**src/design/rcl_pkg.sv**
```systemverilog
/*
 * rcl_pkg: constants for the reset-cause logic: register offsets, flag bit
 * positions, instruction decode values and reset-pulse timing.
 * Assumes a 32-bit AXI4-Lite register bus and one 200 MHz core clock.
 */
package rcl_pkg;

    ////////////////////////////////////////////////////////////////////////
    // register map (byte addresses)
    localparam logic [3:0]  RCL_ADDR_CAUSE     = 4'h0;
    localparam logic [3:0]  RCL_ADDR_STATUS    = 4'h4;
    localparam logic [3:0]  RCL_ADDR_CONTROL   = 4'h8;

    ////////////////////////////////////////////////////////////////////////
    // reset-cause flag positions
    localparam int          RCL_BIT_POWERON    = 0;
    localparam int          RCL_BIT_BROWNOUT   = 1;
    localparam int          RCL_BIT_IDLE       = 2;
    localparam int          RCL_BIT_SLEEP      = 3;
    localparam int          RCL_BIT_WATCHDOG   = 4;
    localparam int          RCL_BIT_SOFT       = 6;
    localparam int          RCL_BIT_EXTPIN     = 7;
    localparam int          RCL_BIT_MISMATCH   = 9;
    localparam int          RCL_BIT_ILLEGAL    = 14;
    localparam int          RCL_BIT_TRAP       = 15;
    localparam logic [15:0] RCL_CAUSE_MASK     = 16'hC2DF;
    localparam logic [15:0] RCL_COLD_KEEP      = 16'h0080;

    ////////////////////////////////////////////////////////////////////////
    // decode and timing
    localparam logic [7:0]  RCL_ILLEGAL_OPHI   = 8'h3F;
    localparam logic [3:0]  RCL_HARD_TRAP_LO   = 4'hD;
    localparam logic [3:0]  RCL_HARD_TRAP_HI   = 4'hF;
    localparam logic [3:0]  RCL_WREG_KEEP      = 4'hF;
    localparam logic [23:0] RCL_RESET_VECTOR   = 24'h000000;
    localparam int          RCL_CLK_MHZ        = 200;
    localparam int          RCL_MASTER_CLEAR_PIN_MIN_NS    = 40;
    localparam int          RCL_MASTER_CLEAR_PIN_CYCLES    = (RCL_MASTER_CLEAR_PIN_MIN_NS * RCL_CLK_MHZ + 999) / 1000;
    localparam logic [7:0]  RCL_MASTER_CLEAR_PIN_CYCLES_W  = 8'(RCL_MASTER_CLEAR_PIN_CYCLES);

    typedef enum logic [2:0] {
        RCL_RUN    = 3'h1,
        RCL_HOLD   = 3'h2,
        RCL_VECTOR = 3'h4
    } rcl_state_type;

endpackage

```
**src/design/rcl_pin_filter.sv**
```systemverilog
/*
 * rcl_pin_filter: synchronises the master-clear pin and reports a reset
 * request once it has stayed low for the minimum pulse width.
 * Assumes the pin is asynchronous to aclk.
 */
module rcl_pin_filter
    import rcl_pkg::*;
(
    // clock and reset
    input  wire logic aclk,
    input  wire logic aresetn,
    // pin and result
    input  wire logic master_clear_pin_n,
    output logic      pin_reset
);

    logic       sync_a;
    logic       sync_b;
    logic [7:0] low_count;

    // sync_a feeds only sync_b
    always_ff @(posedge aclk) begin
        if (!aresetn) begin
            sync_a <= 1'b1;
            sync_b <= 1'b1;
        end else begin
            sync_a <= master_clear_pin_n;
            sync_b <= sync_a;
        end
    end

    // short glitches never reach the count limit
    always_ff @(posedge aclk) begin
        if (!aresetn) begin
            low_count <= 8'h00;
            pin_reset <= 1'b0;
        end else if (sync_b) begin
            low_count <= 8'h00;
            pin_reset <= 1'b0;
        end else if (low_count < RCL_MASTER_CLEAR_PIN_CYCLES_W) begin
            low_count <= low_count + 8'h01;
        end else begin
            pin_reset <= 1'b1;
        end
    end

endmodule

```
**src/design/rcl_reset_cause.sv**
```systemverilog
/*
 * rcl_reset_cause: reset-source logic. Collects reset causes from the core,
 * drives the internal system reset, keeps the reset-cause register and
 * restarts the program counter at the reset vector.
 * Assumes core event inputs are one-cycle pulses on aclk, power-on and
 * brown-out arrive as synchronous pulses from the supervisor, and aresetn is
 * the power-on reset of this logic itself.
 */
// Register access over AXI4-Lite and the register offsets are this design's own decisions.
module rcl_reset_cause
    import rcl_pkg::*;
#(
    parameter bit MISMATCH_ENABLE = 1'b1
)
(
    // clock and reset
    input  wire logic        aclk,
    input  wire logic        aresetn,
    // axi4-lite write address
    input  wire logic [3:0]  s_axi_awaddr,
    input  wire logic        s_axi_awvalid,
    output logic             s_axi_awready,
    // axi4-lite write data
    input  wire logic [31:0] s_axi_wdata,
    input  wire logic [3:0]  s_axi_wstrb,
    input  wire logic        s_axi_wvalid,
    output logic             s_axi_wready,
    // axi4-lite write response
    output logic [1:0]       s_axi_bresp,
    output logic             s_axi_bvalid,
    input  wire logic        s_axi_bready,
    // axi4-lite read
    input  wire logic [3:0]  s_axi_araddr,
    input  wire logic        s_axi_arvalid,
    output logic             s_axi_arready,
    output logic [31:0]      s_axi_rdata,
    output logic [1:0]       s_axi_rresp,
    output logic             s_axi_rvalid,
    input  wire logic        s_axi_rready,
    // power supervisor
    input  wire logic        power_on_event,
    input  wire logic        brownout_event,
    input  wire logic        master_clear_pin_n,
    // core events
    input  wire logic        reset_instruction,
    input  wire logic        watchdog_timeout,
    input  wire logic        power_save_sleep,
    input  wire logic        power_save_idle,
    input  wire logic        watchdog_clear_instruction,
    input  wire logic        core_in_sleep,
    input  wire logic        core_in_idle,
    input  wire logic        trap_active,
    input  wire logic [3:0]  trap_active_level,
    input  wire logic        trap_request,
    input  wire logic [3:0]  trap_request_level,
    input  wire logic [15:0] pin_select_config,
    input  wire logic [15:0] pin_select_shadow,
    input  wire logic        instr_execute,
    input  wire logic [23:0] instr_word,
    input  wire logic        pointer_use,
    input  wire logic [3:0]  pointer_reg,
    input  wire logic        wreg_write,
    input  wire logic [3:0]  wreg_write_index,
    input  wire logic        program_flow_change,
    input  wire logic        vector_flow_change,
    input  wire logic        flow_target_restricted,
    // system outputs
    output logic             system_reset_line,
    output logic             cold_reset,
    output logic             wake_request,
    output logic [15:0]      wreg_initialized,
    output logic [23:0]      program_counter_load,
    output logic             program_counter_load_valid
);

    ////////////////////////////////////////////////////////////////////////
    // helpers

    function automatic logic is_hard_trap(input logic [3:0] level);
        return (level >= RCL_HARD_TRAP_LO) && (level <= RCL_HARD_TRAP_HI);
    endfunction

    logic [15:0]   reset_cause_register;
    logic [15:0]   next_cause;
    logic          hold_enable;
    rcl_state_type state;
    rcl_state_type next_state;
    logic          pin_reset;
    logic          pin_reset_d;

    rcl_pin_filter u_pin_filter (
        .aclk               (aclk),
        .aresetn            (aresetn),
        .master_clear_pin_n (master_clear_pin_n),
        .pin_reset          (pin_reset)
    );

    ////////////////////////////////////////////////////////////////////////
    // cause decode

    wire in_low_power   = core_in_sleep | core_in_idle;
    wire soft_cause     = reset_instruction;
    wire wdt_cause      = watchdog_timeout & ~in_low_power;
    wire wdt_wake       = watchdog_timeout & in_low_power;
    wire trap_cause     = trap_active & trap_request & is_hard_trap(trap_active_level)
                        & is_hard_trap(trap_request_level)
                        & (trap_request_level < trap_active_level);
    wire mismatch_cause = MISMATCH_ENABLE & (pin_select_config != pin_select_shadow);
    wire opcode_cause   = instr_execute & (instr_word[23:16] == RCL_ILLEGAL_OPHI);
    wire uninit_cause   = pointer_use & (pointer_reg != RCL_WREG_KEEP)
                        & ~wreg_initialized[pointer_reg];
    wire security_cause = (program_flow_change | vector_flow_change)
                        & flow_target_restricted;
    wire illegal_cause  = opcode_cause | uninit_cause | security_cause;
    wire pin_rise       = pin_reset & ~pin_reset_d;
    wire cold_cause     = power_on_event | brownout_event;
    wire warm_cause     = soft_cause | wdt_cause | trap_cause | mismatch_cause
                        | illegal_cause | pin_rise;

    ////////////////////////////////////////////////////////////////////////
    // axi4-lite slave

    logic        aw_held;
    logic        w_held;
    logic [3:0]  aw_addr;
    logic [31:0] w_data;
    logic [3:0]  w_strb;

    assign s_axi_awready = ~aw_held & ~s_axi_bvalid;
    assign s_axi_wready  = ~w_held & ~s_axi_bvalid;
    assign s_axi_arready = ~s_axi_rvalid;

    wire        aw_now     = aw_held | (s_axi_awvalid & s_axi_awready);
    wire        w_now      = w_held | (s_axi_wvalid & s_axi_wready);
    wire [3:0]  wr_addr    = aw_held ? aw_addr : s_axi_awaddr;
    wire [31:0] wr_data    = w_held ? w_data : s_axi_wdata;
    wire [3:0]  wr_strb    = w_held ? w_strb : s_axi_wstrb;
    wire        wr_fire    = aw_now & w_now & ~s_axi_bvalid;
    wire        wr_cause   = wr_fire & (wr_addr == RCL_ADDR_CAUSE);
    wire        wr_control = wr_fire & (wr_addr == RCL_ADDR_CONTROL);
    wire        wr_ok      = (wr_addr == RCL_ADDR_CAUSE) | (wr_addr == RCL_ADDR_CONTROL);
    wire [15:0] wr_mask    = {{8{wr_strb[1]}}, {8{wr_strb[0]}}} & RCL_CAUSE_MASK;
    wire        rd_ok      = (s_axi_araddr == RCL_ADDR_CAUSE) | (s_axi_araddr == RCL_ADDR_STATUS)
                           | (s_axi_araddr == RCL_ADDR_CONTROL);
    wire [31:0] rd_value   = (s_axi_araddr == RCL_ADDR_CAUSE)   ? {16'h0000, reset_cause_register} :
                             (s_axi_araddr == RCL_ADDR_STATUS)  ? {29'h00000000, cold_reset,
                                                                   state == RCL_HOLD, system_reset_line} :
                             (s_axi_araddr == RCL_ADDR_CONTROL) ? {31'h00000000, hold_enable} :
                                                                  32'h00000000;

    always_ff @(posedge aclk) begin
        if (!aresetn) begin
            aw_held <= 1'b0;
            w_held  <= 1'b0;
            aw_addr <= 4'h0;
            w_data  <= 32'h00000000;
            w_strb  <= 4'h0;
        end else begin
            aw_held <= aw_now & ~wr_fire;
            w_held  <= w_now & ~wr_fire;
            if (s_axi_awvalid & s_axi_awready) begin
                aw_addr <= s_axi_awaddr;
            end
            if (s_axi_wvalid & s_axi_wready) begin
                w_data <= s_axi_wdata;
                w_strb <= s_axi_wstrb;
            end
        end
    end

    always_ff @(posedge aclk) begin
        if (!aresetn) begin
            s_axi_bvalid <= 1'b0;
            s_axi_bresp  <= 2'h0;
            s_axi_rvalid <= 1'b0;
            s_axi_rresp  <= 2'h0;
            s_axi_rdata  <= 32'h00000000;
        end else begin
            if (wr_fire) begin
                s_axi_bvalid <= 1'b1;
                s_axi_bresp  <= wr_ok ? 2'h0 : 2'h2;
            end else if (s_axi_bready) begin
                s_axi_bvalid <= 1'b0;
            end
            if (s_axi_arvalid & s_axi_arready) begin
                s_axi_rvalid <= 1'b1;
                s_axi_rresp  <= rd_ok ? 2'h0 : 2'h2;
                s_axi_rdata  <= rd_value;
            end else if (s_axi_rready) begin
                s_axi_rvalid <= 1'b0;
            end
        end
    end

    ////////////////////////////////////////////////////////////////////////
    // reset-cause register

    always_comb begin
        next_cause = reset_cause_register;
        // software first, so a same-cycle hardware event still wins
        if (wr_cause) begin
            next_cause = (next_cause & ~wr_mask) | (wr_data[15:0] & wr_mask);
        end
        if (power_save_sleep | power_save_idle | watchdog_clear_instruction | cold_cause) begin
            next_cause[RCL_BIT_WATCHDOG] = 1'b0;
        end
        if (cold_cause) begin
            next_cause = next_cause & RCL_COLD_KEEP;
        end
        if (power_on_event) begin
            next_cause[RCL_BIT_EXTPIN]  = 1'b0;
            next_cause[RCL_BIT_POWERON] = 1'b1;
        end
        if (cold_cause) begin
            next_cause[RCL_BIT_BROWNOUT] = 1'b1;
        end
        // several causes may set together; warm resets keep the rest
        if (soft_cause)     next_cause[RCL_BIT_SOFT]     = 1'b1;
        // a time-out in sleep or idle only wakes, but it still leaves its flag
        if (watchdog_timeout) next_cause[RCL_BIT_WATCHDOG] = 1'b1;
        if (trap_cause)     next_cause[RCL_BIT_TRAP]     = 1'b1;
        if (mismatch_cause) next_cause[RCL_BIT_MISMATCH] = 1'b1;
        if (illegal_cause)  next_cause[RCL_BIT_ILLEGAL]  = 1'b1;
        if (pin_rise)       next_cause[RCL_BIT_EXTPIN]   = 1'b1;
        if (power_save_sleep) next_cause[RCL_BIT_SLEEP]  = 1'b1;
        if (power_save_idle)  next_cause[RCL_BIT_IDLE]   = 1'b1;
    end

    always_ff @(posedge aclk) begin
        if (!aresetn) begin
            reset_cause_register <= 16'h0003;
            hold_enable          <= 1'b0;
            pin_reset_d          <= 1'b0;
        end else begin
            reset_cause_register <= next_cause;
            pin_reset_d          <= pin_reset;
            if (wr_control & wr_strb[0]) begin
                hold_enable <= wr_data[0];
            end
        end
    end

    ////////////////////////////////////////////////////////////////////////
    // system reset sequencing

    // the watchdog path is combinational so it reaches the core at once
    assign system_reset_line = (state != RCL_RUN) | wdt_cause | cold_cause | pin_reset;
    assign wake_request      = wdt_wake;

    always_comb begin
        case (state)
            RCL_RUN:    next_state = (warm_cause | cold_cause) ? RCL_HOLD : RCL_RUN;
            // release one cycle later; a held pin or hold_enable stretches it
            RCL_HOLD:   next_state = (pin_reset | cold_cause | hold_enable) ? RCL_HOLD : RCL_VECTOR;
            RCL_VECTOR: next_state = RCL_RUN;
            default:    next_state = RCL_HOLD;
        endcase
    end

    always_ff @(posedge aclk) begin
        if (!aresetn) begin
            state      <= RCL_HOLD;
            cold_reset <= 1'b1;
        end else begin
            state <= next_state;
            if (cold_cause) begin
                cold_reset <= 1'b1;
            end else if (warm_cause) begin
                cold_reset <= 1'b0;
            end
        end
    end

    // pointer-use tracking: reset clears all but the stack register
    always_ff @(posedge aclk) begin
        if (!aresetn) begin
            wreg_initialized           <= 16'h8000;
            program_counter_load       <= RCL_RESET_VECTOR;
            program_counter_load_valid <= 1'b0;
        end else begin
            if (state == RCL_HOLD) begin
                wreg_initialized <= 16'h8000;
            end else if (wreg_write) begin
                wreg_initialized[wreg_write_index] <= 1'b1;
            end
            program_counter_load       <= RCL_RESET_VECTOR;
            program_counter_load_valid <= (state == RCL_VECTOR);
        end
    end
endmodule

```
**config.mk**
```make
export PLATFORM = sky130hd
export DESIGN_NAME = rcl_reset_cause
export DESIGN_NICKNAME = d
export VERILOG_FILES = /design/src/design/rcl_pkg.sv /design/src/design/rcl_pin_filter.sv /design/src/design/rcl_reset_cause.sv
export SDC_FILE = /design/constraint.sdc
export NUM_CORES = 1
export LEC_CHECK = 0
export ABC_CLOCK_PERIOD_IN_PS = 2050
export BUFFER_PORTS_ARGS = -buffer_cell sky130_fd_sc_hd__buf_2
export CORE_MARGIN = 3
export CORE_UTILIZATION = 40
export CTS_CLUSTER_DIAMETER = 150
export CTS_CLUSTER_SIZE = 16
export DETAILED_ROUTE_END_ITERATION = 12
export PLACE_DENSITY = 0.84
export SYNTH_ARGS = -nofsm -noshare
export SYNTH_HDL_FRONTEND = slang
export SYNTH_SLANG_ARGS = --single-unit
```
**constraint.sdc**
```tcl
create_clock -name aclk -period 2.05 [get_ports aclk]
set_input_delay 0.41 -clock aclk [delete_from_list [all_inputs] [get_ports aclk]]
set_output_delay 0.41 -clock aclk [all_outputs]
set_load 0.1 [all_outputs]
```
==> flow_summary.yaml <==
placed_design:
  place_inst: 705
  placed_area_sq_um: 4570
  gp_congestion: 0.833
  hpwl_um: 7840
  port_buffers: 137
grt:
  grt_pass1_wl_um: 15500
  grtUsageTotal_pct: 17.4
  grt_max_degree: 36
  grt_pass1_vias: 3364
  antenna_found_initial: 0
  overflow: 0
clock_tree:
  cts_tree: "built"
  cts.sinks: 76
  clk_latency_ps: 340
  cts_buffers: 9
  path_clk_slew_ps: 80
  htree_levels: 3
  clk_root_buffer_cell: "clkbuf_8"
  cts_max_path_buffers: 2
  postCtsSetupRepairBufs: 0
power:
  power_leakage_nw: 2.19
  pwr-share-seq_pct: 42.6
  vdd_drop_max_uv: 409
  pwr-share-comb_pct: 27.6
  intPower_w: 0.00232
  p_sw_w: 0.00136
  p_clk_share_pct: 29.8
  swShare_pct: 37.0
  p_per_area_nw_per_um2: 771
min_path:
  hold-path-endpoint: "s_axi_rvalid"
  worstHoldPathCells: 2
  worstHoldStart: "s_axi_rready"
  min_path_type: "in2reg"
sta:
  maxSlewViolCount: 0
  slew_headroom_pct: 56.6
  rsz0062_at_grt: "false"
  finClkSkew_ps: 10.2
  timing.fmax_mhz: 511
  finalCritPeriodShare_pct: 95.5
  post-route-min-period_ps: 1960
  fin_tns_setup_ps: 0
  tightest_slew_ps: 650
  setup-violations-final: 0
  hold_ws_ps: 228
  final_hold_viol_count: 0
die:
  ios: 226
  rows: 35
  die_w_um: 104
  dieArea_sq_um: 10800
  start_util_pct: 41.3
  coreArea_sq_um: 9240
  die_y_um: 104
route:
  vias_per_cell: 4.88
  drt_first_iter_violations: 105
  wl_um: 9880
  ant_nets: 0
  drc_errors: 0
  vias: 3513
  detail_route.wl_per_cell_um: 13.7
  dr.pass1.iters: 4
setup_path:
  path_max_fanout: 9
  r2r_end: "reset_cause_register[4]"
  cp-start-kind: "flop"
  r2r_start: "aw_addr[0]"
  crit_type: "reg2reg"
  r2r_cells: 6
  worstPathArrival_ps: 2200
  endpoint_kind: "flop"
  r2r_slack_ps: 90
  critPathRequiredTime_ps: 2290
finish:
  finish.instance_area_sq_um: 4770
  multi_input_area_sq_um: 2030
  final_nets: 732
  post_layout_nonfiller_instances: 720
  n_fill_cell: 850
  drive_gt1_share_pct: 32.7
  area_delta_synth_final_pct: 25.0
  seqCellArea_sq_um: 1530
  num_antenna_cells: 0
run_status:
  status: "finished clean"
synthesis:
  yosysMostFrequentCell: "dfxtp_1"
  netlist_top_cells_area: "dfxtp_1 (40%), buf_4 (9.8%), mux2i_1 (5.8%), nor2_1 (5.5%), a21oi_1 (4.1%)"
  synth-seq-cells: 76
  synth_top_flop_cell: "dfxtp_1"
  syn_area_sq_um: 3820
  syn_avg_cell_area_sq_um: 8.68
  yosys_warnings: 0
  ys_top_cells_by_count: "dfxtp_1 (76), nor2_1 (56), buf_4 (50)"
  synth_top_area_cell: "dfxtp_1"
  synth_edf_count: 0
  synth_top_cell_area_share_pct: 39.8
  ys_seq_area_share_pct: 39.8
  async_flop_share_pct: 0
  synthDistinctLibCells: 51
  netlist_instances: 440
flow_run:
  maxCapViolCount: 0
-- placed cells by master (no fill, tap or decap), types with 6 or more instances in the layout --
| cell | count |
|---|---|
| nor3b_1 | 6 |
| and2_1 | 6 |
| inv_1 | 10 |
| nand2b_1 | 6 |
| mux2_2 | 9 |
| a31oi_1 | 7 |
| a22oi_1 | 7 |
| nor2_1 | 54 |
| nor4_1 | 6 |
| buf_4 | 15 |
| mux2i_1 | 21 |
| o21ai_0 | 10 |
| xor2_1 | 17 |
| dfxtp_1 | 74 |
| nand2_1 | 39 |
| conb_1 | 48 |
| a21oi_1 | 31 |
| buf_2 | 136 |
| nor3_1 | 6 |
| clkbuf_8 | 9 |
-- what timing repair did --
item	4_1_cts	5_1_grt
setup endpoints to repair	0	5
endpoints found under the hold margin	0	0
hold buffers	0	0
resized for setup	0	5
-- per-layer routing --
metal  routed length [um]  up-vias  GRT usage [%]
met5                    0        -              0
met1                 3790     1628           19.3
met3                  729       21           5.11
met4                  189        0           4.94
li1                     -     1717              -
met2                 5160      147           32.1
-- state kept, by name (all words and copies together), names as in the netlist --
signal                      cells
s_axi_rvalid                    1
u_pin_filter.low_count          8
program_counter_load_valid      1
w_held                          1
s_axi_bvalid                    1
w_data                         10
reset_cause_register           10
aw_addr                         4
state                           3
s_axi_rresp                     1
pin_reset_d                     1
u_pin_filter.sync_a             1
s_axi_bresp                     1
u_pin_filter.pin_reset          1
u_pin_filter.sync_b             1
aw_held                         1
s_axi_rdata                    10
w_strb                          2
cold_reset                      1
hold_enable                     1
wreg_initialized               16
-- layout make-up --
type,count,area share [%]
inverter,12,1.02
clock inverter,6,1.34
timing repair buffer,153,17.3
clock buffer,9,2.59
tap,129,3.38
sequential,76,32.0
multi-input combinational,335,42.4
-- worst max path at each step --
stage	startpoint	to	slack, ps	depth (start not counted)
floorplan	s_axi_awaddr[0]	reset_cause_register[7]	30	6
global placement	s_axi_awaddr[0]	reset_cause_register[7]	-80	7
detailed placement	s_axi_awaddr[0]	reset_cause_register[4]	-140	7
CTS	state[2]	system_reset_line	40	4
global route	aw_addr[0]	reset_cause_register[7]	3	6
finish	aw_addr[0]	reset_cause_register[4]	90	6
-- logic make-up (layout without fill, tap and decap cells) --
kind of cell | count (synthesis) | count (layout) | share of synthesized area [%]
other | 1 | 48 | 0.0982
XOR/XNOR | 19 | 19 | 4.36
adder cells (fa/ha/maj) | 4 | 4 | 1.31
AND/OR/NAND/NOR | 154 | 154 | 19.8
multiplexers | 33 | 33 | 9.60
buffers and inverters | 76 | 180 | 12.4
flip-flops | 76 | 76 | 39.8
AO/OA/AOI/OAI | 77 | 77 | 12.7
-- power by group through the flow --
stage	combinational (W)	sequential, W	clock [W]
global route	0.00107	0.00157	0.00119
global placement	0.000993	0.00160	0
CTS	0.00101	0.00157	0.00113
finish	0.00102	0.00157	0.00110
floorplan	0.000782	0.00168	0
detailed placement	0.00101	0.00160	0
-- metrics by stage --
stage               utilization (%)  power (W)  worst slack (ps)
floorplan                         -    0.00246              29.6
global placement               49.5    0.00259             -82.9
detailed placement             49.5    0.00261              -135
CTS                            51.5    0.00371              44.2
global route                   51.7    0.00383              3.41
finish                         51.7    0.00368              92.4
-- critical path, cell delays in order, from the launching register on --
cell and delay (ps):
dfxtp_1 320, or4b_1 540, a211oi_2 250, nor3b_2 240
buf_6 180, nand2_1 80, a32o_1 250
(Power assumes the default switching activity.)
